$ cat config.mk
export PLATFORM = sky130hd
export DESIGN_NAME = epi_port
export DESIGN_NICKNAME = d
export VERILOG_FILES = /design/src/epi_pkg.sv /design/src/epi_port.sv
export SDC_FILE = /design/constraint.sdc
export NUM_CORES = 1
export LEC_CHECK = 0
export BUFFER_PORTS_ARGS = -buffer_cell sky130_fd_sc_hd__buf_2
export CAP_MARGIN = 20
export CORE_MARGIN = 4
export CORE_UTILIZATION = 57
export DETAILED_ROUTE_END_ITERATION = 6
export PLACE_DENSITY = 0.83
export SYNTH_ARGS = -nofsm -noshare
export SYNTH_HDL_FRONTEND = slang
export SYNTH_SLANG_ARGS = --single-unit
$ cat constraint.sdc
create_clock -name core_clk -period 4.3 [get_ports core_clk]
set_clock_uncertainty 0.05 [all_clocks]
set_input_delay 0.86 -clock core_clk [delete_from_list [all_inputs] [get_ports core_clk]]
set_output_delay 0.86 -clock core_clk [all_outputs]
set_load 0.03 [all_outputs]
$ cat src/epi_pkg.sv
package epi_pkg;
  // Register word offsets, scaled by EPI_BYTE_ADDR_SCALE to byte addresses
  localparam logic [11:0] EPI_OFF_CFG_HIGH = 12'h0e0;
  localparam logic [11:0] EPI_OFF_CFG_LOW = 12'h0e1;
  localparam logic [11:0] EPI_OFF_PULLUP = 12'h0e2;
  localparam logic [11:0] EPI_OFF_IRQ_EN = 12'h0e3;
  localparam logic [11:0] EPI_OFF_IRQ_PEND = 12'h0e4;
  localparam logic [11:0] EPI_OFF_PIN_DATA = 12'h0f1;
  localparam logic [11:0] EPI_OFF_IRQ_MASK = 12'h100;
  localparam logic [11:0] EPI_BYTE_ADDR_SCALE = 12'h004;
  // Reset values
  localparam logic [7:0] EPI_RST_CFG = 8'h00;
  localparam logic [7:0] EPI_RST_PULLUP = 8'h00;
  localparam logic [7:0] EPI_RST_IRQ_EN = 8'h00;
  localparam logic [7:0] EPI_RST_PEND = 8'h00;
  localparam logic [7:0] EPI_RST_DATA = 8'h00;
  localparam logic [3:0] EPI_RST_MASK = 4'hf;
  // Pin configuration codes
  localparam logic [1:0] EPI_CFG_INPUT = 2'h0;
  localparam logic [1:0] EPI_CFG_OUTPUT = 2'h1;
  localparam logic [1:0] EPI_CFG_ALT_A = 2'h2;
  localparam logic [1:0] EPI_CFG_ALT_B = 2'h3;
  // Edge select codes
  localparam logic [1:0] EPI_EDGE_OFF = 2'h0;
  localparam logic [1:0] EPI_EDGE_FALL = 2'h1;
  localparam logic [1:0] EPI_EDGE_RISE = 2'h2;
  localparam logic [1:0] EPI_EDGE_BOTH = 2'h3;
  localparam int EPI_IRQ_LINES = 4;
  localparam int EPI_PINS = 8;

  typedef struct packed {
    logic timer_c_output;
    logic timer_b_pwm;
    logic uart_b_transmit;
    logic uart_b_receive_out;
    logic buzzer_output;
    logic [3:0] lcd_common;
  } epi_periph_out_s;

  typedef struct packed {
    logic uart_b_receive;
    logic [3:0] converter_select;
  } epi_periph_in_s;
endpackage

$ cat src/epi_port.sv
`timescale 1ns/100ps
module epi_port
  import epi_pkg::*;
(
  input wire logic core_clk,
  input wire logic rst,
  input wire logic clk_en,
  input wire logic psel,
  input wire logic penable,
  input wire logic pwrite,
  input wire logic [11:0] paddr,
  input wire logic [31:0] pwdata,
  input wire logic [3:0] pstrb,
  output logic [31:0] prdata,
  output logic pready,
  output logic pslverr,
  input wire logic [7:0] pin_in,
  output logic [7:0] pin_out,
  output logic [7:0] pin_oe,
  output logic [7:0] pin_pullup,
  input wire epi_periph_out_s periph_out,
  output epi_periph_in_s periph_in,
  output logic irq_req_n,
  output logic irq
);

  logic [7:0] cfg_high_q;
  logic [7:0] cfg_low_q;
  logic [7:0] pullup_q;
  logic [7:0] irq_en_q;
  logic [3:0] pend_q;
  logic [3:0] mask_q;
  logic [7:0] data_q;
  logic [7:0] sync1_q;
  logic [7:0] sync2_q;
  logic [3:0] prev_q;
  logic [2:0] prev_valid_q;
  logic [15:0] cfg_all;
  logic [7:0] drive_d;
  logic [7:0] oe_d;
  logic [3:0] edge_hit;
  logic [31:0] rdata_d;
  logic acc;
  logic wr;
  logic addr_ok;

  assign cfg_all = {cfg_high_q, cfg_low_q};
  assign acc = psel && penable && clk_en;
  assign wr = acc && pwrite && pstrb[0];

  // Pin synchroniser, two stages
  always_ff @(posedge core_clk)
  begin
    if (rst)
    begin
      sync1_q <= 8'h00;
      sync2_q <= 8'h00;
    end
    else if (clk_en)
    begin
      sync1_q <= pin_in;
      sync2_q <= sync1_q;
    end
  end

  // Configuration registers, reset to all inputs
  always_ff @(posedge core_clk)
  begin
    if (rst)
    begin
      cfg_high_q <= EPI_RST_CFG;
    end
    else if (wr && paddr == EPI_OFF_CFG_HIGH * EPI_BYTE_ADDR_SCALE)
    begin
      cfg_high_q <= pwdata[7:0];
    end
  end

  always_ff @(posedge core_clk)
  begin
    if (rst)
    begin
      cfg_low_q <= EPI_RST_CFG;
    end
    else if (wr && paddr == EPI_OFF_CFG_LOW * EPI_BYTE_ADDR_SCALE)
    begin
      cfg_low_q <= pwdata[7:0];
    end
  end

  // Pull-up enables
  always_ff @(posedge core_clk)
  begin
    if (rst)
    begin
      pullup_q <= EPI_RST_PULLUP;
    end
    else if (wr && paddr == EPI_OFF_PULLUP * EPI_BYTE_ADDR_SCALE)
    begin
      pullup_q <= pwdata[7:0];
    end
  end

  // Edge select fields
  always_ff @(posedge core_clk)
  begin
    if (rst)
    begin
      irq_en_q <= EPI_RST_IRQ_EN;
    end
    else if (wr && paddr == EPI_OFF_IRQ_EN * EPI_BYTE_ADDR_SCALE)
    begin
      irq_en_q <= pwdata[7:0];
    end
  end

  // Mask, every line masked after reset
  always_ff @(posedge core_clk)
  begin
    if (rst)
    begin
      mask_q <= EPI_RST_MASK;
    end
    else if (wr && paddr == EPI_OFF_IRQ_MASK * EPI_BYTE_ADDR_SCALE)
    begin
      mask_q <= pwdata[3:0];
    end
  end

  // Output latch; a read returns the pin levels instead
  always_ff @(posedge core_clk)
  begin
    if (rst)
    begin
      data_q <= EPI_RST_DATA;
    end
    else if (wr && paddr == EPI_OFF_PIN_DATA * EPI_BYTE_ADDR_SCALE)
    begin
      data_q <= pwdata[7:0];
    end
  end

  // Edge detection on the four interrupt lines
  always_comb
  begin
    edge_hit = 4'h0;
    for (int i = 0; i < EPI_IRQ_LINES; i++)
    begin
      unique case (irq_en_q[2*i +: 2])
        EPI_EDGE_FALL:
        begin
          edge_hit[i] = prev_q[i] && !sync2_q[i];
        end
        EPI_EDGE_RISE:
        begin
          edge_hit[i] = !prev_q[i] && sync2_q[i];
        end
        EPI_EDGE_BOTH:
        begin
          edge_hit[i] = prev_q[i] ^ sync2_q[i];
        end
        default:
        begin
          edge_hit[i] = 1'b0;
        end
      endcase
    end
    // Synchroniser still filling after reset: a high pin would look like an edge
    if (!prev_valid_q[2])
    begin
      edge_hit = 4'h0;
    end
  end

  always_ff @(posedge core_clk)
  begin
    if (rst)
    begin
      prev_q <= 4'h0;
      prev_valid_q <= 3'h0;
    end
    else if (clk_en)
    begin
      prev_q <= sync2_q[3:0];
      prev_valid_q <= {prev_valid_q[1:0], 1'b1};
    end
  end

  // Pending bits: write 0 clears, write 1 keeps, a new edge wins
  always_ff @(posedge core_clk)
  begin
    if (rst)
    begin
      pend_q <= EPI_RST_PEND[3:0];
    end
    else if (clk_en)
    begin
      if (wr && paddr == EPI_OFF_IRQ_PEND * EPI_BYTE_ADDR_SCALE)
      begin
        pend_q <= (pend_q & pwdata[3:0]) | edge_hit;
      end
      else
      begin
        pend_q <= pend_q | edge_hit;
      end
    end
  end

  // Request line ignores the mask
  always_ff @(posedge core_clk)
  begin
    if (rst)
    begin
      irq_req_n <= 1'b1;
    end
    else if (clk_en)
    begin
      irq_req_n <= ~(|pend_q);
    end
  end

  // Masked level interrupt
  always_ff @(posedge core_clk)
  begin
    if (rst)
    begin
      irq <= 1'b0;
    end
    else if (clk_en)
    begin
      irq <= |(pend_q & ~mask_q);
    end
  end

  // Pin output multiplexing
  always_comb
  begin
    drive_d = data_q;
    oe_d = 8'h00;
    for (int p = 0; p < EPI_PINS; p++)
    begin
      if (cfg_all[2*p +: 2] == EPI_CFG_OUTPUT)
      begin
        oe_d[p] = 1'b1;
      end
    end
    for (int c = 0; c < 3; c++)
    begin
      if (cfg_high_q[6-2*c +: 2] == EPI_CFG_ALT_B)
      begin
        drive_d[7-c] = periph_out.lcd_common[c];
        oe_d[7-c] = 1'b1;
      end
    end
    unique case (cfg_high_q[1:0])
      EPI_CFG_ALT_A:
      begin
        drive_d[4] = periph_out.timer_c_output;
        oe_d[4] = 1'b1;
      end
      EPI_CFG_ALT_B:
      begin
        drive_d[4] = periph_out.lcd_common[3];
        oe_d[4] = 1'b1;
      end
      default:
      begin
      end
    endcase
    if (cfg_low_q[7:6] == EPI_CFG_ALT_B)
    begin
      drive_d[3] = periph_out.uart_b_transmit;
      oe_d[3] = 1'b1;
    end
    if (cfg_low_q[5:4] == EPI_CFG_ALT_B)
    begin
      drive_d[2] = periph_out.uart_b_receive_out;
      oe_d[2] = 1'b1;
    end
    if (cfg_low_q[3:2] == EPI_CFG_ALT_B)
    begin
      drive_d[1] = periph_out.buzzer_output;
      oe_d[1] = 1'b1;
    end
    if (cfg_low_q[1:0] == EPI_CFG_ALT_B)
    begin
      drive_d[0] = periph_out.timer_b_pwm;
      oe_d[0] = 1'b1;
    end
  end

  always_ff @(posedge core_clk)
  begin
    if (rst)
    begin
      pin_out <= 8'h00;
      pin_oe <= 8'h00;
      pin_pullup <= 8'h00;
    end
    else if (clk_en)
    begin
      pin_out <= drive_d;
      pin_oe <= oe_d;
      pin_pullup <= pullup_q & ~oe_d;
    end
  end

  // Peripheral side: receive level and converter routing
  always_ff @(posedge core_clk)
  begin
    if (rst)
    begin
      periph_in <= '0;
    end
    else if (clk_en)
    begin
      periph_in.uart_b_receive <= (cfg_low_q[5:4] == EPI_CFG_INPUT) && sync2_q[2];
      periph_in.converter_select[0] <= cfg_low_q[7:6] == EPI_CFG_ALT_A;
      periph_in.converter_select[1] <= cfg_low_q[5:4] == EPI_CFG_ALT_A;
      periph_in.converter_select[2] <= cfg_low_q[3:2] == EPI_CFG_ALT_A;
      periph_in.converter_select[3] <= cfg_low_q[1:0] == EPI_CFG_ALT_A;
    end
  end

  // APB read mux
  always_comb
  begin
    rdata_d = 32'h0000_0000;
    addr_ok = 1'b1;
    unique case (paddr)
      EPI_OFF_CFG_HIGH * EPI_BYTE_ADDR_SCALE: rdata_d[7:0] = cfg_high_q;
      EPI_OFF_CFG_LOW * EPI_BYTE_ADDR_SCALE: rdata_d[7:0] = cfg_low_q;
      EPI_OFF_PULLUP * EPI_BYTE_ADDR_SCALE: rdata_d[7:0] = pullup_q;
      EPI_OFF_IRQ_EN * EPI_BYTE_ADDR_SCALE: rdata_d[7:0] = irq_en_q;
      EPI_OFF_IRQ_PEND * EPI_BYTE_ADDR_SCALE: rdata_d[3:0] = pend_q;
      EPI_OFF_PIN_DATA * EPI_BYTE_ADDR_SCALE: rdata_d[7:0] = sync2_q;
      EPI_OFF_IRQ_MASK * EPI_BYTE_ADDR_SCALE: rdata_d[3:0] = mask_q;
      default: addr_ok = 1'b0;
    endcase
  end

  // No wait state: pready in the first access cycle
  always_ff @(posedge core_clk)
  begin
    if (rst)
    begin
      pready <= 1'b0;
      pslverr <= 1'b0;
      prdata <= 32'h0000_0000;
    end
    else if (clk_en)
    begin
      pready <= psel && !penable;
      pslverr <= psel && !penable && !addr_ok;
      if (psel && !penable && !pwrite)
      begin
        prdata <= rdata_d;
      end
    end
  end
endmodule

# Yosys cells after proc, flatten, opt, wreduce, memory -nomap -nowiden
# Index checks and enable logic that the tools add are counted.
# classes
magnitude_cmp,0
muxes,33
n_bitwise,12
shift,0
addsub,0
eq_ne,40
n_div,0
reduce_logical,40
mul,0
# ops
op,n
"12-bit by 10-bit equality test with 1-bit output, second input constant",6
"2-bit equality test, second input constant",21
4-bit case mux with 7 select lines,1
"2-bit by 1-bit equality test with 1-bit output, second input constant",12
1-bit two-way mux,24
1-bit logical AND,23
4-bit case mux with 5 select lines,1
"12-bit by 11-bit equality test with 1-bit output, second input constant",1
1-bit case mux with 3 select lines,4
1-bit logical NOT,11
4-bit AND,2
8-bit AND,1
4-bit two-way mux,2
8-bit inverter,1
4-bit bitwise OR,2
4-bit OR reduction,2
7-bit OR reduction,1
4-bit inverter,1
1-bit bitwise XOR,4
2-bit logical NOT,1
1-bit case mux with 2 select lines,1
2-bit AND reduction,1
2-bit OR reduction,1
1-bit inverter,1
# word_totals
ram_bits,0
elab_cells,146
out_inout_bits,65
ff_bits,112
in_bits,71
n_memories,0
latch_bits,0
rom_bits,0

# Logic depth before layout (Yosys ltp)
# depth
word_depth,6
ltp_mapped,8
depth_no_buf,7

# Worst setup path after synthesis
# Ideal clock, no wire load.
# synth_timing
path_type,input to register
start,input port clk_en
end,register cfg_high_q[0]
path_buffers,2
arrival_time_ns,2.121
t_required_ns,4.122
setup_slack_ns,2.001
setup_ns,0.128
stages,7
path_cell_list,buf_4 nand2_2 or2_1 buf_4 nor3_4 mux2i_1 nor2_1
# synth_via
elab_chain_cells,4
# synth_lines
item,line_no,rtl
from (decl),epi_port.sv:7,"input wire logic clk_en,"
1-bit logical AND,epi_port.sv:48,assign acc = psel && penable && clk_en;
1-bit logical AND (2 in a row),epi_port.sv:49,assign wr = acc && pwrite && pstrb[0];
1-bit logical AND,epi_port.sv:73,else if (wr && paddr == EPI_OFF_CFG_HIGH * EPI_BYTE_ADDR_SCALE)
to (signal assigned),epi_port.sv:75,cfg_high_q <= pwdata[7:0];
to (decl),epi_port.sv:27,logic [7:0] cfg_high_q;
# Every way passes these cells.
# A chain may end at the register's enable or synchronous reset.

# Worst setup path after layout
# layout_timing
start,input port paddr[11]
end,register data_q[3]
# layout_via
elab_chain_cells,2
# layout_lines
item,line_no,rtl
from (decl),epi_port.sv:11,"input wire logic [11:0] paddr,"
12-bit by 10-bit equality test with 1-bit output,epi_port.sv:137,else if (wr && paddr == EPI_OFF_PIN_DATA * EPI_BYTE_ADDR_SCALE)
1-bit logical AND,epi_port.sv:137,
to (signal assigned),epi_port.sv:139,data_q <= pwdata[7:0];
to (decl),epi_port.sv:33,logic [7:0] data_q;
# Every way passes these cells.

==> summary.md <==
| Metric | Value |
|---|---|
| Post-Syn Instances | 577 |
| Drt first pass iters | 5 |
| Count of instances resized after the clock tree is built | 0 |
| Setup TNS Final | 0 ps |
| Clock root buffer master | sky130_fd_sc_hd__clkbuf_8 |
| Global placer's final weighted congestion | roughly 0.92 |
| Run status | finished, final reports clean |
| Clock latency at the later pin of the worst-skew pair | about 370 ps |
| Worst hold path startpoint | prdata[2] |
| Startpoint-to-endpoint class of the critical path | in2reg |
| Starting density of the core | 0.5852 |
| Number of synthesized register bits | 112 |
| Leading post-synthesis cells by instance count | sky130_fd_sc_hd__dfxtp_1 (112), sky130_fd_sc_hd__nor2_1 (98), sky130_fd_sc_hd__mux2i_1 (69) |
| Layout fillers | 719 |
| Area of the core region | 0.008721 mm2 |
| Cell Area, Synth | 0.005104 mm2 |
| Largest net degree at the start of global routing | 84 |
| Buffers plus inverters on the worst setup path | 1 |
| Synth area leader | sky130_fd_sc_hd__dfxtp_1 |
| Sequential-to-total area share from yosys stat | 0.4393 |
| Setup repair after global routing missed its margin | no |
| DRC violation total after the first TritonRoute iteration | approximately 260 |
| Via count of the routed design | about 4300 |
| H-tree Lvls | 3 |
| Detailed-route wire length | approximately 12000 um |
| Crit-path cells | buf_2, nor2_1, nand4_1, nor3_4, mux2i_1, nor2_1 |
| Path depth of the worst reg2reg path | 7 |
| Most used DFF post-synth | sky130_fd_sc_hd__dfxtp_1 |
| Synth cell types | 43 |
| Critical path fanouts, max | 11 |
| Pin slew with the least headroom to its limit | 840.8 ps |
| Max Root-Sink Buffers | 2 |
| Final worst path period share | 0.6455 |
| Slew HR | 0.4395 |
| Maximum resistive drop on vdd | between 0.00015 and 0.0002 V |
| Class of the tightest hold or removal check | reg2reg |
| Placed wire-length estimate after detailed placement | 8755 um |
| Total area of sequential cells | 0.002242 mm2 |
| Wire length of the first global-routing pass | 19130 um |
| Number of hold buffers added after cts | 0 |
| Antenna Violating Nets Remaining | 0 |
| Number of vias per cell | around 5.6 |
| Worst hold margin | slightly above 400 ps |
| Die height | 102.6 um |
| Post-route minimum period | 2776 ps |
| Proportion of synthesized flip-flops having asynchronous set or reset | 0 |
| Number of antenna violations at the first check in global routing | 0 |
| Static Leakage | 2.310 nW |
| Combined global-route utilization of all metal layers | 0.2309 |
| Area growth from synthesis to layout | 10.98% |
| Synth warnings | 0 |
| Detail-routed net length per standard cell | 16.06 um |
| TritonCTS Sinks | about 110 |
| Area used by multi-input combinational logic | 0.002585 mm2 |
| Critical path data arrival time | 2960 ps |
| Power density over cell area | 330.8 mW/mm2 |
| Logic depth of the worst path, buffers included | 6 |
| Fin nets | 723 |
| Max frequency | ~360 MHz |
| Clock-pin transition on the worst setup and hold timing paths | 100 ps |
| Die area | roughly 0.011 mm2 |
| Worst Setup End Kind | flop |
| Slowest stage delay, CP | approximately 740 ps |
| Top Family by Delay on Critical Path | simple AND/OR/NAND/NOR gates |
| Count of flip-flops with a built-in enable after synthesis | 0 |
| Floorplan die width | 102.6 um |
| Count of maximum capacitance violations | 0 |
| Required time worst endpoint | between 4000 and 5000 ps |
| CTS tree | done |
| Cell occurring most often along the worst timing path | sky130_fd_sc_hd__nor2_1 |
| Synth top area share | 0.4393 |
| DRC viols | 0 |
| Startpoint of the worst register-to-register path | sync2_q[3] |
| Library cell contributing the largest single delay on the critical path | sky130_fd_sc_hd__nor3_4 |
| Crit path launch type | input pin |
| Top-count cell post-synth | sky130_fd_sc_hd__dfxtp_1 |
| Site Rows | 34 |
| Layout Utilization | 0.6495 |
| Global route overflow | 0 |
| Fraction of final layout cells sized beyond drive strength 1 | 0.1926 |
| Reg-to-Reg End | pend_q[3] |
| Number of top-level pins | 136 |
| Count of buffers from port buffering | 84 |
| End point of the critical path | data_q[3] |
| Max-slew violations | 0 |
| Slack of the worst reg-to-reg path | 2720 ps |
| # setup viols final | 0 |
| Average cell area after synthesis | just under 9 um2 |
| Postcts setup bufs | 0 |
| Number of buffers added by the clock tree synthesis step | 9 |
| Number of antenna cells inserted | 0 |
| Via count of the first global-routing pass | 3954 |
| Launching element of the worst setup path | paddr[11] |
| Hold violation count in the final report | 0 |
| Top post-synthesis cells by area | sky130_fd_sc_hd__dfxtp_1 (44%), sky130_fd_sc_hd__mux2i_1 (14%), sky130_fd_sc_hd__nor2_1 (7.2%), sky130_fd_sc_hd__nand2_1 (4.4%), sky130_fd_sc_hd__buf_4 (4.0%) |
## layer usage
metal  vias to the layer above  global-route usage  part of all wire
met5                         -                   0                 0
met4                         0             0.07064             0.013
met3                        15             0.04263             0.086
met2                       193              0.3669              0.46
met1                      1995              0.3205              0.44
li1                       2070                   -                 -
## cells by family after synthesis
logic type | count (synthesis) | synth area share
compound gates | 90 | 0.1069
fa+ha+maj | 8 | 0.01961
buf+inv | 68 | 0.07109
flops | 112 | 0.4393
mux | 76 | 0.1530
other cells | 1 | 0.0007348
simple gates | 222 | 0.2094
## cell type report
| class | count | area share |
|---|---|---|
| multi-input combinational | 420 | 0.4564 |
| sequential | 112 | 0.3958 |
| timing repair buffer | 87 | 0.07864 |
| clock buffer | 10 | 0.02430 |
| tap | 108 | 0.02386 |
| clock inverter | 6 | 0.01171 |
| inverter | 14 | 0.009278 |
## tightest hold or removal path: cells and delay by family, from the launching register on
kind,cells,cell delay [ps]
DFF,1,340
AOI/OAI and AO/OA,1,50
and+or+nand+nor,1,50
## per-stage QoR
stage | cell area (um2) | cells | setup slack, ps | total power [W]
floorplan | 5190 | 600 | 2001 | 0.001217
global placement | 5460 | 741 | 1264 | 0.001249
detailed placement | 5460 | 741 | 1206 | 0.001254
CTS | 5664 | 757 | 1586 | 0.001877
global route | 5664 | 757 | 1424 | 0.001932
finish | 5664 | 757 | 1524 | 0.001874
## power breakdown
group | switching, W | internal [W] | total, W | leakage, nW
combinational | 0.000121 | 0.0000477 | 0.000169 | 1.30
sequential | 0.0000102 | 0.00105 | 0.00106 | 0.907
clock | 0.000355 | 0.000288 | 0.000643 | 0.107
total | 0.000486 | 0.00139 | 0.00187 | 2.31
## registers in the layout, indices dropped and copies added (netlist names), 5 cells and up
register and cells:
cfg_high_q 8, cfg_low_q 8, data_q 8, irq_en_q 8, periph_in 5, pin_oe 8
pin_out 8, pin_pullup 8, prdata 8, pullup_q 8, sync1_q 8, sync2_q 8
## placed cells by master, fill, tap and decap left out, types with 2 or more instances in the layout
| master | Yosys | final |
|---|---|---|
| sky130_fd_sc_hd__mux2i_1 | 69 | 69 |
| sky130_fd_sc_hd__nand2_1 | 60 | 60 |
| sky130_fd_sc_hd__or3_1 | 3 | 3 |
| sky130_fd_sc_hd__ha_1 | 8 | 8 |
| sky130_fd_sc_hd__a211oi_1 | 5 | 5 |
| sky130_fd_sc_hd__mux2_2 | 6 | 6 |
| sky130_fd_sc_hd__a21oi_1 | 33 | 33 |
| sky130_fd_sc_hd__o21ai_1 | 4 | 4 |
| sky130_fd_sc_hd__a311oi_1 | 9 | 9 |
| sky130_fd_sc_hd__or2_2 | 3 | 3 |
| sky130_fd_sc_hd__dfxtp_1 | 112 | 112 |
| sky130_fd_sc_hd__o22ai_1 | 4 | 4 |
| sky130_fd_sc_hd__nand3b_1 | 8 | 8 |
| sky130_fd_sc_hd__a22oi_1 | 8 | 8 |
| sky130_fd_sc_hd__conb_1 | 1 | 24 |
| sky130_fd_sc_hd__nand3_1 | 15 | 15 |
| sky130_fd_sc_hd__and3_1 | 3 | 3 |
| sky130_fd_sc_hd__inv_1 | 14 | 14 |
| sky130_fd_sc_hd__nor2_1 | 98 | 98 |
| sky130_fd_sc_hd__nor4b_2 | 2 | 2 |
| sky130_fd_sc_hd__a211o_1 | 5 | 5 |
| sky130_fd_sc_hd__buf_2 | 4 | 83 |
| sky130_fd_sc_hd__clkinv_2 | 0 | 2 |
| sky130_fd_sc_hd__o21ai_0 | 20 | 20 |
| sky130_fd_sc_hd__buf_4 | 27 | 4 |
| sky130_fd_sc_hd__nand4_1 | 4 | 4 |
| sky130_fd_sc_hd__nor2b_1 | 10 | 10 |
| sky130_fd_sc_hd__nor3_4 | 3 | 3 |
| sky130_fd_sc_hd__clkbuf_8 | 0 | 10 |
| sky130_fd_sc_hd__clkinv_4 | 0 | 2 |
| sky130_fd_sc_hd__nor3_1 | 2 | 2 |
| sky130_fd_sc_hd__nor3_2 | 3 | 3 |
## worst min path at each step
stage	to	depth (start not counted)	slack, ps
6_report	prdata[2]	2	410
5_1_grt	pin_pullup[6]	2	430
4_1_cts	prdata[2]	2	420
3_5_place_dp	prdata[2]	2	390
3_3_place_gp	prdata[2]	2	380
2_1_floorplan	prev_valid_q[0]	2	380
Note: power is estimated with default switching activity, not from simulation.
